<file path="config.mk">
export PLATFORM = sky130hd
export DESIGN_NAME = cms_chopper_mode
export DESIGN_NICKNAME = d
export VERILOG_FILES = /design/src/design/cms_pkg.sv /design/src/design/cms_ol_coil.sv /design/src/design/cms_chopper_mode.sv
export SDC_FILE = /design/constraint.sdc
export NUM_CORES = 1
export LEC_CHECK = 0
export ABC_CLOCK_PERIOD_IN_PS = 3520
export BUFFER_PORTS_ARGS = -buffer_cell sky130_fd_sc_hd__buf_2
export CORE_UTILIZATION = 48
export CTS_BUF_LIST = sky130_fd_sc_hd__clkbuf_16
export CTS_CLUSTER_DIAMETER = 50
export DETAILED_ROUTE_END_ITERATION = 10
export PLACE_DENSITY_LB_ADDON = 0.25
export SKIP_LAST_GASP = 1
export SYNTH_ARGS = -nofsm -noshare
export SYNTH_HDL_FRONTEND = slang
export SYNTH_HIERARCHICAL = 1
export SYNTH_SLANG_ARGS = --single-unit
</file>
<file path="constraint.sdc">
create_clock -name ref_clk_i -period 3.52 [get_ports ref_clk_i]
set_clock_uncertainty 0.2 [all_clocks]
set_input_delay 1.056 -clock ref_clk_i [delete_from_list [all_inputs] [get_ports ref_clk_i]]
set_output_delay 1.056 -clock ref_clk_i [all_outputs]
set_load 0.05 [all_outputs]
</file>
<file path="src/design/cms_pkg.sv">
// Constants and types of the chopper mode switch and standstill block.
package cms_pkg;
  localparam int THRESH_W             = 20;
  localparam int SCALE_W              = 10;
  localparam int REG_W                = 9;
  localparam int HOLD_W               = 5;
  localparam int DELAY_W              = 8;
  localparam int FS_WIN_W             = 3;
  localparam logic [9:0] SCALE_SUM_LIMIT = 10'h3FF;
  localparam logic [2:0] FS_WINDOW    = 3'h4;
  localparam logic [1:0] SST_NORMAL   = 2'h0;
  localparam logic [1:0] SST_STANDSTILL_OPTION_SELECT = 2'h1;
  localparam logic [1:0] SST_SHORT_LS = 2'h2;
  localparam logic [1:0] SST_SHORT_HS = 2'h3;
  typedef enum logic [1:0] {
    CMS_VOLT = 2'b01,
    CMS_CURR = 2'b10
  } cms_mode_type;
  typedef enum logic [2:0] {
    CMS_RUN     = 3'b001,
    CMS_WAIT_PD = 3'b010,
    CMS_WAIT_HR = 3'b100
  } cms_stst_type;
endpackage : cms_pkg

</file>
<file path="src/design/cms_ol_coil.sv">
// Per-coil open-load detector for voltage mode.
module cms_ol_coil
  import cms_pkg::*;
(
  // Clock and reset.
  input  wire logic ref_clk_i,
  input  wire logic reset_i,
  // Status inputs.
  input  wire logic volt_mode_i,
  input  wire logic fullstep_i,
  input  wire logic target_reached_i,
  input  wire logic coil_open_i,
  // Flag.
  output logic      open_load_o
);
  logic [FS_WIN_W-1:0] miss_cnt;

  // The flag looks at a few full steps so that single slow steps do not flicker it.
  always_ff @(posedge ref_clk_i) begin
    if (reset_i || !volt_mode_i || target_reached_i) begin
      miss_cnt <= '0;
    end else if (fullstep_i && miss_cnt != FS_WINDOW) begin
      miss_cnt <= miss_cnt + 3'h1;
    end
  end

  always_ff @(posedge ref_clk_i) begin
    if (reset_i) begin
      open_load_o <= 1'b0;
    end else begin
      open_load_o <= volt_mode_i && (coil_open_i || miss_cnt == FS_WINDOW);
    end
  end

  AST_OL_OPEN: assert property (@(posedge ref_clk_i) disable iff (reset_i)
    volt_mode_i && coil_open_i |=> open_load_o)
    else $error("Open coil did not raise the open-load flag.");
endmodule : cms_ol_coil

</file>
<file path="src/design/cms_chopper_mode.sv">
// Chopper mode selection, regulation hold, open-load flags and standstill options.
// Operation
// - Voltage mode only below the transition velocity, current mode above it.
// - Voltage mode off while measured microstep period is under the threshold.
// - Threshold zero keeps the driver in voltage mode always.
// - With phase matching enabled, measure shift and apply it in current mode.
// - Hold last voltage regulation value and restart from it on return.
// - Open-load flag when regulation missed full current in recent full steps.
// - Interrupted coil keeps its open-load flag asserted in voltage mode.
// - Summed amplitude scale readable; 1023 means current cannot be sustained.
// - Standstill option applies after power-down and hold ramp delays, hold zero.
// - Freeze voltage regulation once target current is zero.
// - Option 0 normal, 1 standstill_option_select, 2 low-side short, 3 high-side short.
module cms_chopper_mode
  import cms_pkg::*;
(
  // Clock and reset.
  input  wire logic                  ref_clk_i,
  input  wire logic                  reset_i,
  // Configuration.
  input  wire logic [THRESH_W-1:0]   voltage_mode_upper_threshold_i,
  input  wire logic                  phase_shift_match_enable_i,
  input  wire logic [HOLD_W-1:0]     hold_current_setting_i,
  input  wire logic [1:0]            standstill_option_select_i,
  input  wire logic [DELAY_W-1:0]    power_down_delay_i,
  input  wire logic [DELAY_W-1:0]    hold_ramp_delay_i,
  // Motion status.
  input  wire logic [THRESH_W-1:0]   measured_microstep_period_i,
  input  wire logic                  standstill_i,
  input  wire logic                  delay_tick_i,
  input  wire logic                  fullstep_i,
  input  wire logic                  target_current_zero_i,
  // Regulator and load detector.
  input  wire logic                  reg_update_i,
  input  wire logic [REG_W-1:0]      reg_value_i,
  input  wire logic [SCALE_W-1:0]    scale_sum_i,
  input  wire logic                  phase_valid_i,
  input  wire logic [7:0]            phase_shift_i,
  input  wire logic                  reached_a_i,
  input  wire logic                  reached_b_i,
  input  wire logic                  coil_open_a_i,
  input  wire logic                  coil_open_b_i,
  // Outputs.
  output logic                       volt_mode_o,
  output logic                       reg_freeze_o,
  output logic [REG_W-1:0]           reg_start_o,
  output logic                       reg_load_o,
  output logic                       phase_apply_o,
  output logic [7:0]                 phase_offset_o,
  output logic [SCALE_W-1:0]         summed_amplitude_scale_o,
  output logic                       scale_limit_o,
  output logic                       open_load_coil_a_o,
  output logic                       open_load_coil_b_o,
  output logic [1:0]                 standstill_drive_o
);
  import cms_pkg::*;

  cms_mode_type mode;
  cms_stst_type stst;
  logic         fast;
  logic [DELAY_W-1:0] dly_cnt;
  logic         hold_zero;

  // Threshold zero never counts as fast, so voltage mode stays selected.
  assign fast = (voltage_mode_upper_threshold_i != '0) &&
                (measured_microstep_period_i < voltage_mode_upper_threshold_i);
  assign hold_zero = (hold_current_setting_i == '0);

  always_ff @(posedge ref_clk_i) begin
    if (reset_i) begin
      mode <= CMS_VOLT;
    end else begin
      case (mode)
        CMS_VOLT: if (fast)  mode <= CMS_CURR;
        CMS_CURR: if (!fast) mode <= CMS_VOLT;
        default:  mode <= CMS_VOLT;
      endcase
    end
  end
  assign volt_mode_o = (mode == CMS_VOLT);

  // The stored value is the restart point, so it is only written in voltage mode.
  always_ff @(posedge ref_clk_i) begin
    if (reset_i) begin
      reg_start_o <= '0;
      reg_load_o  <= 1'b0;
    end else begin
      if (mode == CMS_VOLT && reg_update_i && !reg_freeze_o) begin
        reg_start_o <= reg_value_i;
      end
      reg_load_o <= (mode == CMS_CURR) && !fast;
    end
  end

  always_ff @(posedge ref_clk_i) begin
    if (reset_i) begin
      reg_freeze_o <= 1'b0;
    end else begin
      reg_freeze_o <= target_current_zero_i;
    end
  end

  // The shift is caught on each phase_valid_i in voltage mode and kept until voltage mode returns.
  // Apply rises and falls on the same edges as the mode, so it never leaks into voltage mode.
  always_ff @(posedge ref_clk_i) begin
    if (reset_i) begin
      phase_offset_o <= 8'h00;
      phase_apply_o  <= 1'b0;
    end else if (mode == CMS_VOLT) begin
      if (phase_valid_i) begin
        phase_offset_o <= phase_shift_i;
      end
      phase_apply_o <= fast && phase_shift_match_enable_i;
    end else if (!fast) begin
      phase_apply_o <= 1'b0;
    end
  end

  always_ff @(posedge ref_clk_i) begin
    if (reset_i) begin
      summed_amplitude_scale_o <= '0;
      scale_limit_o            <= 1'b0;
    end else begin
      summed_amplitude_scale_o <= scale_sum_i;
      scale_limit_o            <= (scale_sum_i == SCALE_SUM_LIMIT);
    end
  end

  cms_ol_coil u_ol_a (
    .ref_clk_i       (ref_clk_i),
    .reset_i         (reset_i),
    .volt_mode_i     (volt_mode_o),
    .fullstep_i      (fullstep_i),
    .target_reached_i(reached_a_i),
    .coil_open_i     (coil_open_a_i),
    .open_load_o     (open_load_coil_a_o)
  );

  cms_ol_coil u_ol_b (
    .ref_clk_i       (ref_clk_i),
    .reset_i         (reset_i),
    .volt_mode_i     (volt_mode_o),
    .fullstep_i      (fullstep_i),
    .target_reached_i(reached_b_i),
    .coil_open_i     (coil_open_b_i),
    .open_load_o     (open_load_coil_b_o)
  );

  // Standstill sequencing: power-down delay, then hold ramp delay, in ticks.
  always_ff @(posedge ref_clk_i) begin
    if (reset_i || !standstill_i || !hold_zero) begin
      stst    <= CMS_RUN;
      dly_cnt <= '0;
    end else begin
      case (stst)
        CMS_RUN: begin
          stst    <= CMS_WAIT_PD;
          dly_cnt <= '0;
        end
        CMS_WAIT_PD: if (delay_tick_i) begin
          if (dly_cnt >= power_down_delay_i) begin
            stst    <= CMS_WAIT_HR;
            dly_cnt <= '0;
          end else begin
            dly_cnt <= dly_cnt + 8'h01;
          end
        end
        CMS_WAIT_HR: if (delay_tick_i && dly_cnt < hold_ramp_delay_i) begin
          dly_cnt <= dly_cnt + 8'h01;
        end
        default: stst <= CMS_RUN;
      endcase
    end
  end

  // The options act only in voltage mode; current mode keeps normal drive.
  always_ff @(posedge ref_clk_i) begin
    if (reset_i) begin
      standstill_drive_o <= SST_NORMAL;
    end else if (standstill_i && hold_zero && stst == CMS_WAIT_HR &&
                 dly_cnt >= hold_ramp_delay_i && volt_mode_o) begin
      case (standstill_option_select_i)
        SST_STANDSTILL_OPTION_SELECT: standstill_drive_o <= SST_STANDSTILL_OPTION_SELECT;
        SST_SHORT_LS:  standstill_drive_o <= SST_SHORT_LS;
        SST_SHORT_HS:  standstill_drive_o <= SST_SHORT_HS;
        default:       standstill_drive_o <= SST_NORMAL;
      endcase
    end else begin
      standstill_drive_o <= SST_NORMAL;
    end
  end

  AST_ZERO_THRESH: assert property (@(posedge ref_clk_i) disable iff (reset_i)
    voltage_mode_upper_threshold_i == '0 && volt_mode_o |=> volt_mode_o)
    else $error("Zero threshold left voltage mode.");
  AST_TO_CURR: assert property (@(posedge ref_clk_i) disable iff (reset_i)
    volt_mode_o && fast |=> !volt_mode_o)
    else $error("Fast stepping did not leave voltage mode.");
  AST_TO_VOLT: assert property (@(posedge ref_clk_i) disable iff (reset_i)
    !volt_mode_o && !fast |=> volt_mode_o)
    else $error("Slow stepping did not return to voltage mode.");
  AST_HOLD_REG: assert property (@(posedge ref_clk_i) disable iff (reset_i)
    !volt_mode_o |=> $stable(reg_start_o))
    else $error("Stored regulation value changed in current mode.");
  AST_FREEZE: assert property (@(posedge ref_clk_i) disable iff (reset_i)
    target_current_zero_i |=> reg_freeze_o)
    else $error("Regulation not frozen at zero target current.");
  AST_SCALE_LIM: assert property (@(posedge ref_clk_i) disable iff (reset_i)
    scale_sum_i == SCALE_SUM_LIMIT |=> scale_limit_o &&
      summed_amplitude_scale_o == SCALE_SUM_LIMIT)
    else $error("Scale limit not reported.");
  AST_PHASE_CURR: assert property (@(posedge ref_clk_i) disable iff (reset_i)
    phase_apply_o |-> !volt_mode_o)
    else $error("Phase shift applied outside current mode.");
  AST_STST_RUN: assert property (@(posedge ref_clk_i) disable iff (reset_i)
    !standstill_i |=> standstill_drive_o == SST_NORMAL)
    else $error("Standstill option active while moving.");
  AST_STST_HOLD: assert property (@(posedge ref_clk_i) disable iff (reset_i)
    !hold_zero |=> standstill_drive_o == SST_NORMAL)
    else $error("Standstill option active with nonzero hold current.");
  AST_STST_DELAY: assert property (@(posedge ref_clk_i) disable iff (reset_i)
    $rose(standstill_i) |=> standstill_drive_o == SST_NORMAL [*2])
    else $error("Standstill option applied before the delays.");
endmodule : cms_chopper_mode

</file>
==> results of run 1 <==
[layout make-up]
type | instances | area, um^2 | share of cell area
clock inverter | 3 | 20.0 | 0.00495
tap | 77 | 96.3 | 0.0238
inverter | 40 | 150 | 0.0371
timing repair buffer | 140 | 706 | 0.175
multi-input combinational | 258 | 1860 | 0.461
sequential | 54 | 1080 | 0.267
clock buffer | 5 | 125 | 0.0310
[power groups by stage]
stage               logic (W)  registers (W)  clock network, W
detailed placement   0.000365       0.000672                 0
global route         0.000398       0.000661          0.000512
finish               0.000363       0.000658          0.000475
CTS                  0.000366       0.000658          0.000492
floorplan            0.000148       0.000763                 0
global placement     0.000357       0.000671                 0
[registers in the layout (all words and copies together), names as in the netlist]
signal	cells
u_ol_b/miss_cnt	3
u_ol_b/open_load_o	1
scale_limit_o	1
u_ol_a/open_load_o	1
reg_start_o	9
phase_offset_o	8
u_ol_a/miss_cnt	3
stst	3
reg_load_o	1
phase_apply_o	1
summed_amplitude_scale_o	10
dly_cnt	8
mode	2
reg_freeze_o	1
standstill_drive_o	2
[logic make-up (layout without fill, tap and decap cells)]
kind of cell	Yosys count	count (layout)	synth area share
muxes	5	5	0.0175
DFF	54	54	0.344
AOI/OAI and AO/OA	76	76	0.163
buffers and inverters	49	188	0.0622
adders and majority gates	40	40	0.159
xor gates and xnor gates	6	6	0.0167
and+or+nand+nor	131	131	0.237
[routing by layer]
metal | global-route usage | vias to the layer above | routed length (um)
li1 | - | 1557 | -
met1 | 0.222 | 1316 | 2970
met2 | 0.388 | 84 | 3550
met3 | 0.0378 | 9 | 319
met4 | 0.0564 | 0 | 89
met5 | 0 | - | 0
[critical path: stages]
cell,delay [ns]
buf_2,0.07
inv_1,0.03
ha_1,0.29
nor2b_1,0.14
o211ai_1,0.21
a21oi_1,0.14
o221ai_4,0.27
o21ai_4,0.14
or4_1,0.52
a21oi_1,0.14
[through the flow]
stage	hold slack [ns]	cells	cell area, um^2	setup WS, ns
finish	0.251	577	4040	0.507
global route	0.270	577	4040	0.408
CTS	0.253	577	4040	0.503
detailed placement	0.243	569	3900	0.207
global placement	0.239	569	3900	0.313
floorplan	0.236	361	3140	0.474
[layout by cell type (no fill, tap or decap), types with 2 or more instances in the layout]
cell type  Yosys  layout
nand3b_1       2       2
nor3_1         4       4
nand3_1       14      14
nor3b_1        2       2
and4b_1        2       2
mux2_2         4       4
or4_1          2       2
buf_2          0     138
a21o_1         8       8
buf_4          1       2
o2111ai_1      2       2
clkbuf_16      0       5
dfxtp_1       54      54
nor4_1         9       9
nand4_1        9       9
o211ai_1       4       4
nor2_1        13      13
inv_1         40      40
nand2_1       35      35
xor2_1         4       4
a21oi_1       35      35
a21oi_2        2       2
o31ai_1        2       2
nand2b_1       7       7
a21boi_2       2       2
or3_1          2       2
ha_1          40      40
and4bb_1       4       4
nor2b_1       15      15
nor4bb_1       2       2
nor4b_1        3       3
o21ai_0        9       9
xnor2_1        2       2
a211oi_1       3       3
[worst paths after layout]
kind / to / slack, ns
max: dly_cnt[6] / 0.51
min: reg_start_o[0] / 0.25
max reg2reg: dly_cnt[6] / 0.89
min reg2reg: reg_start_o[0] / 0.25
==> key figures, run 1 <==
Run status
  • Status: finished, final reports clean

Critical path
  • RR Startpoint: dly_cnt[2]
  • Worst Setup Start Kind: input pin
  • Worst Setup SP: hold_ramp_delay_i[1]
  • Crit. End Element: register
  • Crit path max fanout: 8
  • WP data required: 3.54 ns
  • CP Class: in2reg
  • Critical path arrival: 3.03 ns
  • Worst reg2reg path depth: 8

STA
  • Slew HR: 0.642
  • Crit share post-route: 0.856
  • RSZ-0062 raised after global routing: no
  • Final setup viols: 0
  • Max Clk Rate: 332 MHz
  • Final hold viol count: 0
  • Pins Over Slew Limit: 0
  • Min cycle time layout: 3.01 ns
  • Worst-Margin Slew: 0.535 ns
  • TNS Setup: 0 ns

Floorplan
  • Starting Density: 0.495
  • Chip width: 82.9 um
  • Row cnt: 29
  • I/O pin cnt: 139
  • Die H: 82.9 um
  • Core area: 6350 um^2
  • Die area: 6870 um^2

GRT
  • Largest net degree at the start of global routing: 42
  • Number of global-route vias before repair: 2813
  • Antenna violations before repair: 0
  • Total grt overflow: 0
  • Gr usage total: 0.201
  • First-pass GRT wire length: 11700 um

CTS
  • Clock sinks: 54
  • Inserted Clock Buffers: 5
  • Worst-path clk slew: 0.07 ns
  • Worst skew pair latency: 0.28 ns
  • TritonCTS clock tree: done
  • Clock root buffer: clkbuf_16
  • CTS resizes: 0
  • Hold buffer count at cts: 0
  • Clock Tree Buf Depth: 2
  • CTS H-tree depth: 2
  • Post-CTS setup buffers: 0

Job
  • Max_cap viols: 0

Finish
  • Area growth syn-to-layout: 28.7%
  • Fillers: 569
  • ANT cells: 0
  • Final Core Density: 0.637
  • Proportion of layout cells with a drive suffix above 1: 0.318
  • Final #Nets: 642

Pwr
  • Peak supply drop: 0.000259 V
  • LEAKAGE: 2.06 nW
  • Internal Power: 0.00104 W
  • Net Sw Frac: 0.306
  • Register share of total power: 0.440
  • Switching pwr: 0.000458 W
  • Comb power frac: 0.243
  • Clock Power Share: 0.317
  • PwrDens: 370 nW/um^2
  • Power Total: 0.00150 W

Yosys
  • Post-synth EDFFs: 0
  • Leading post-synthesis cells by cell area: dfxtp_1, ha_1, a21oi_1
  • Register bit count reported by yosys: 54
  • Biggest area consumer among synthesized cells: dfxtp_1
  • Synth top cells by count: dfxtp_1, ha_1, inv_1, a21oi_1, nand2_1
  • Synth Flop Type: dfxtp_1
  • Synth warnings: 6
  • Syn_area_per_cell: 8.70 um^2
  • Area share of the largest cell type after synthesis: 0.344
  • Mapped cell area: 3140 um^2
  • Register area share after synthesis: 0.344
  • Post-Syn Nets: 504
  • Cell variety after synth: 50
  • Synth Instances: 361
  • Most common cell in the synthesized netlist: dfxtp_1
  • Synth async-reset ratio: 0

Hold path
  • Hold_sp: reg_start_o[0]
  • Min-delay worst type: reg2reg
  • Hold path depth: 2

Placed design
  • Port bufs: 138
  • DP HPWL: 5690 um
  • GPL Wtd Cong: 0.812

Route
  • Initial drt markers: 111
  • Vias per cell: 5.14
  • First-pass detailed-route iteration total: 4
  • Final WL: 6930 um
  • ANT nets after route: 0
  • Routed len/inst: 12.0 um
  • Via count of the routed design: 2966
  • DRC errors left: 0
Note: power is estimated with default switching activity, not from simulation.
==> run 2, diff against run 1 <==
- CTS_CLUSTER_SIZE: default -> 12
- RECOVER_POWER: default -> 50
==> key figures, run 2 (same netlist as run 1, synthesis figures left out) <==
Run status
  • Status: complete, but fails checks
  • Failing checks: capacitance limit, slew limit

CTS
  • TritonCTS clock tree: done
  • Clock sinks: 54
  • Worst skew pair latency: 0.28 ns
  • Hold buffer count at cts: 0
  • Clock Tree Buf Depth: 2
  • Inserted Clock Buffers: 5
  • Post-CTS setup buffers: 0
  • Worst-path clk slew: 0.07 ns
  • CTS resizes: 0
  • CTS H-tree depth: 2
  • Clock root buffer: clkbuf_16

STA
  • TNS Setup: 0 ns
  • Final WS setup: 0.507 ns
  • Min cycle time layout: 3.01 ns
  • Pins Over Slew Limit: 42
  • Final hold viol count: 0
  • Worst-Margin Slew: 1.61 ns
  • Slew HR: -0.0755
  • Max Clk Rate: 332 MHz
  • RSZ-0062 raised after global routing: no
  • Final setup viols: 0
  • Crit share post-route: 0.856

Job
  • Max_cap viols: 1

Finish
  • Most common cell after layout, fill and taps aside: buf_2
  • Commonest cells after routing, fill and taps aside: buf_2, dfxtp_1, inv_1, ha_1
  • Largest Register: summed_amplitude_scale_o
  • Max reg flops: 10
  • Final Core Density: 0.634
  • Cell Count, Final, Fillers Out: 577
  • Final #Nets: 642
  • Top flop regs: summed_amplitude_scale_o: 10 flops, reg_start_o: 9 flops
  • Proportion of layout cells with a drive suffix above 1: 0.300
  • Area growth syn-to-layout: 28.3%
  • ANT cells: 0

Placed design
  • DP HPWL: 5690 um
  • Port bufs: 138
  • GPL Wtd Cong: 0.812
  • Dpl cells: 569
  • Pre-CTS setup slack: 0.207 ns

Route
  • Vias per cell: 5.15
  • DRC errors left: 0
  • Routed len/inst: 12.0 um
  • Initial drt markers: 114
  • First-pass detailed-route iteration total: 4
  • Via count of the routed design: 2971
  • ANT nets after route: 0
  • Final WL: 6950 um

Pwr
  • PwrDens: 371 nW/um^2
  • Clock Power Share: 0.318
  • LEAKAGE: 2.03 nW
  • Register share of total power: 0.440
  • Peak supply drop: 0.000259 V
  • Net Sw Frac: 0.307
  • Internal Power: 0.00104 W
  • Comb power frac: 0.242
  • Power Total: 0.00150 W
  • Switching pwr: 0.000459 W

GRT
  • Largest net degree at the start of global routing: 42
  • First-pass GRT wire length: 11700 um
  • Gr usage total: 0.201
  • Total grt overflow: 0
  • Number of global-route vias before repair: 2813
  • Antenna violations before repair: 0

Floorplan
  • Row cnt: 29
  • Core area: 6350 um^2
  • I/O pin cnt: 139
  • Starting Density: 0.495
  • Chip width: 82.9 um
  • Die H: 82.9 um
  • Die area: 6870 um^2

Critical path
  • CP Class: in2reg
  • Crit path max fanout: 8
  • Worst Setup Start Kind: input pin
  • WP data required: 3.53 ns
  • Critical path arrival: 3.03 ns
  • Crit. End Element: register

Hold path
  • Min-delay worst type: reg2reg
run 2: cell types whose count changed in the layout (fill, tap and decap cells not counted), sizes merged:
| cell | previous run | this run |
|---|---|---|
| buf | 140 | 131 |
| clkbuf | 5 | 14 |
run 2: through the flow:
step                instance area, um^2  hold slack [ns]
detailed placement                 3900            0.243
global route                       4030            0.270
CTS                                4040            0.253
finish                             4030            0.251
global placement                   3900            0.239
floorplan                          3140            0.236
run 2: power by group through the flow:
| stage | sequential (W) | combinational [W] | clock [W] |
|---|---|---|---|
| final | 0.000658 | 0.000362 | 0.000476 |
| after detailed placement | 0.000672 | 0.000365 | 0 |
| after CTS | 0.000658 | 0.000366 | 0.000492 |
| after floorplan | 0.000763 | 0.000148 | 0 |
| after global placement | 0.000671 | 0.000357 | 0 |
| after global routing | 0.000662 | 0.000397 | 0.000512 |
run 2: worst paths after layout:
check	slack, ns	cells after the start	to	start
max	0.51	10	dly_cnt[7]	hold_ramp_delay_i[1]
max reg2reg	0.89	8	dly_cnt[7]	dly_cnt[2]
min	0.25	2	reg_start_o[0]	reg_start_o[0]
min reg2reg	0.25	2	reg_start_o[0]	reg_start_o[0]
run 2: critical path, cell delays in order:
cell,delay [ns]
buf_2,0.07
inv_1,0.03
ha_1,0.29
nor2b_1,0.14
o211ai_1,0.21
a21oi_1,0.14
o221ai_4,0.27
o21ai_4,0.14
or4_1,0.51
a21oi_1,0.15
run 2: metal layers:
metal  GRT usage  part of all wire
met3      0.0378             0.045
met5           0                 0
met1       0.222              0.43
met4      0.0564             0.013
met2       0.388              0.51
run 2: area by class of cell:
type                       instances  area [um^2]
sequential                        54         1080
clock buffer                       5          125
timing repair buffer             140          692
inverter                          40          150
multi-input combinational        258         1860
fill                             574         2320
clock inverter                     3         20.0
tap                               77         96.3
==> run 3, diff against run 2 <==
--- a/config.mk
+++ b/config.mk
@@ -9,3 +9,3 @@
 export BUFFER_PORTS_ARGS = -buffer_cell sky130_fd_sc_hd__buf_2
-export CORE_UTILIZATION = 48
+export CORE_UTILIZATION = 47
 export CTS_BUF_LIST = sky130_fd_sc_hd__clkbuf_16
@@ -14,2 +14,3 @@
 export DETAILED_ROUTE_END_ITERATION = 10
+export HOLD_SLACK_MARGIN = 0.1
 export PLACE_DENSITY_LB_ADDON = 0.25
@@ -19,3 +20,2 @@
 export SYNTH_HDL_FRONTEND = slang
-export SYNTH_HIERARCHICAL = 1
 export SYNTH_SLANG_ARGS = --single-unit
--- a/constraint.sdc
+++ b/constraint.sdc
@@ -4,2 +4,2 @@
 set_output_delay 1.056 -clock ref_clk_i [all_outputs]
-set_load 0.05 [all_outputs]
+set_load 0.01 [all_outputs]
==> key figures, run 3 <==
Critical path
  • Crit path max fanout: 10
  • CP Class: in2reg
  • Slowest stage delay, CP: 0.51 ns
  • Critical-path cell list: buf_2, ha_1, nor3b_1, o21ai_1, a221oi_4, or2b_2, nand2_4, or4_1, a21oi_1
  • WP data required: 3.54 ns
  • Critical path arrival: 3.12 ns
  • Worst Setup Start Kind: input pin
  • Crit. End Element: register
  • Slowest-stage cell, CP: or4_1
  • Register-to-register setup slack: 0.77 ns

Pwr
  • LEAKAGE: 1.97 nW
  • PwrDens: 380 nW/um^2
  • Peak supply drop: 0.000315 V

Yosys
  • Adder and majority gate portion of the synthesized area: 0.166
  • Synth warnings: 0
  • Biggest area consumer among synthesized cells: dfxtp_1
  • Synth Instances: 359
  • Synth Flop Type: dfxtp_1
  • Post-Synth Simple-Gate Area: 0.224
  • Synth Area in Compound Gates: 0.155
  • Xor and xnor area share after synthesis: 0.0203
  • Post-Syn Nets: 502
  • Most common cell in the synthesized netlist: dfxtp_1
  • Leading post-synthesis cells by cell area: dfxtp_1, ha_1, a21oi_1
  • Register area share after synthesis: 0.358
  • Largest family of logic cells by synthesized area: simple AND/OR/NAND/NOR gates
  • Cell variety after synth: 44
  • Mapped cell area: 3020 um^2
  • Synth async-reset ratio: 0
  • Area share of the largest cell type after synthesis: 0.358
  • Synth top cells by count: dfxtp_1, inv_1, ha_1, a21oi_1, nand2_1
  • Syn_area_per_cell: 8.41 um^2
  • Register bit count reported by yosys: 54
  • Post-synth EDFFs: 0
  • Mux contribution to synthesized area: 0.00663

Finish
  • Max reg flops: 10
  • Proportion of layout cells with a drive suffix above 1: 0.290
  • Largest Register: summed_amplitude_scale_o
  • Top flop regs: summed_amplitude_scale_o: 10 flops, reg_start_o: 9 flops
  • Most common cell after layout, fill and taps aside: buf_2
  • ANT cells: 0
  • Area growth syn-to-layout: 30.1%
  • Commonest cells after routing, fill and taps aside: buf_2, dfxtp_1, inv_1
  • Final Instance Area: 3930 um^2
  • Fillers: 535
  • Final #Nets: 639

STA
  • Final hold viol count: 0
  • Min cycle time layout: 3.09 ns
  • Final setup viols: 0
  • Crit share post-route: 0.879
  • Pins Over Slew Limit: 0
  • Worst-Margin Slew: 1.25 ns
  • Max Clk Rate: 323 MHz
  • Final WS setup: 0.427 ns
  • RSZ-0062 raised after global routing: no
  • Slew HR: 0.165
  • TNS Setup: 0 ns

GRT
  • First-pass GRT wire length: 10400 um
  • Antenna violations before repair: 0
  • Gr usage total: 0.199
  • Number of global-route vias before repair: 2445
  • Total grt overflow: 0
  • Largest net degree at the start of global routing: 32

CTS
  • Clock Tree Buf Depth: 2
  • Clock sinks: 54
  • CTS resizes: 0
  • Hold buffer count at cts: 0
  • Worst skew pair latency: 0.29 ns
  • Inserted Clock Buffers: 5
  • Clock root buffer: clkbuf_16
  • TritonCTS clock tree: done
  • CTS H-tree depth: 2
  • Post-CTS setup buffers: 0
  • Worst-path clk slew: 0.08 ns

Placed design
  • DP HPWL: 5400 um
  • Pre-CTS setup slack: 0.155 ns
  • Placed Area: 3770 um^2
  • Port bufs: 138
  • GPL Wtd Cong: 0.842

Route
  • Vias per cell: 5.05
  • DRC errors left: 0
  • Routed len/inst: 11.5 um
  • Via count of the routed design: 2891
  • ANT nets after route: 0
  • Initial drt markers: 76
  • Final WL: 6600 um
  • First-pass detailed-route iteration total: 4

Job
  • Max_cap viols: 0

Floorplan
  • Row cnt: 28
  • Starting Density: 0.498
  • Die area: 6750 um^2
  • Core area: 6060 um^2
  • Die H: 82.1 um
  • I/O pin cnt: 139
  • Chip width: 82.1 um

Hold path
  • Min-delay worst type: reg2reg

Run status
  • Status: finished, final reports clean
## run 3: cell count changes after synthesis, sizes merged, moves of 3 or more
cell / delta
or3: +3
mux2: -4
inv: +3
and4bb: -4
nor4b: -4
nor3: +8
nand3: +3
## run 3: logic make-up after synthesis
family / count (synthesis)
compound gates: 75
xor+xnor: 7
fa+ha+maj: 40
buf+inv: 53
flops: 54
mux: 2
simple gates: 128
## run 3: worst max-delay path, delay by kind of cell
kind | cells | cell delay (ns)
AOI/OAI and AO/OA | 3 | 0.68
adders and majority gates | 1 | 0.28
buffers and inverters | 1 | 0.10
and+or+nand+nor | 4 | 1.00
## run 3: layer usage
metal	up-vias	track usage	share of wire
met2	105	0.353	0.48
li1	1515	-	-
met4	0	0.0632	0.0092
met5	-	0	0
met3	4	0.0374	0.071
met1	1267	0.241	0.44
## run 3: final cells by class
type / count / area [um^2] / share of cell area
sequential: 54 / 1080 / 0.275
clock buffer: 5 / 125 / 0.0319
clock inverter: 3 / 47.5 / 0.0121
multi-input combinational: 252 / 1730 / 0.440
timing repair buffer: 140 / 689 / 0.176
inverter: 43 / 161 / 0.0411
tap: 75 / 93.8 / 0.0239
## run 3: per-stage QoR
| step | util | cells | hold slack [ns] | total power (W) |
|---|---|---|---|---|
| after CTS | 0.650 | 572 | 0.254 | 0.00151 |
| after global placement | 0.622 | 564 | 0.240 | 0.000931 |
| after detailed placement | 0.622 | 564 | 0.243 | 0.000938 |
| after floorplan | - | 359 | 0.272 | 0.000816 |
| final | 0.648 | 572 | 0.250 | 0.00149 |
| after global routing | 0.648 | 572 | 0.269 | 0.00157 |
## run 3: path summary, 6_finish.rpt
path,startpoint,endpoint,cells past startpoint
setup / recovery,power_down_delay_i[0],dly_cnt[7],9
hold / removal,phase_offset_o[0],phase_offset_o[0],2
setup reg to reg,dly_cnt[0],dly_cnt[7],9
hold reg to reg,phase_offset_o[0],phase_offset_o[0],2
## run 3: where the power goes
group	internal (W)	total, W	switching, W
clock	0.000340	0.000572	0.000232
combinational	0.000124	0.000263	0.000139
sequential	0.000643	0.000657	0.0000145
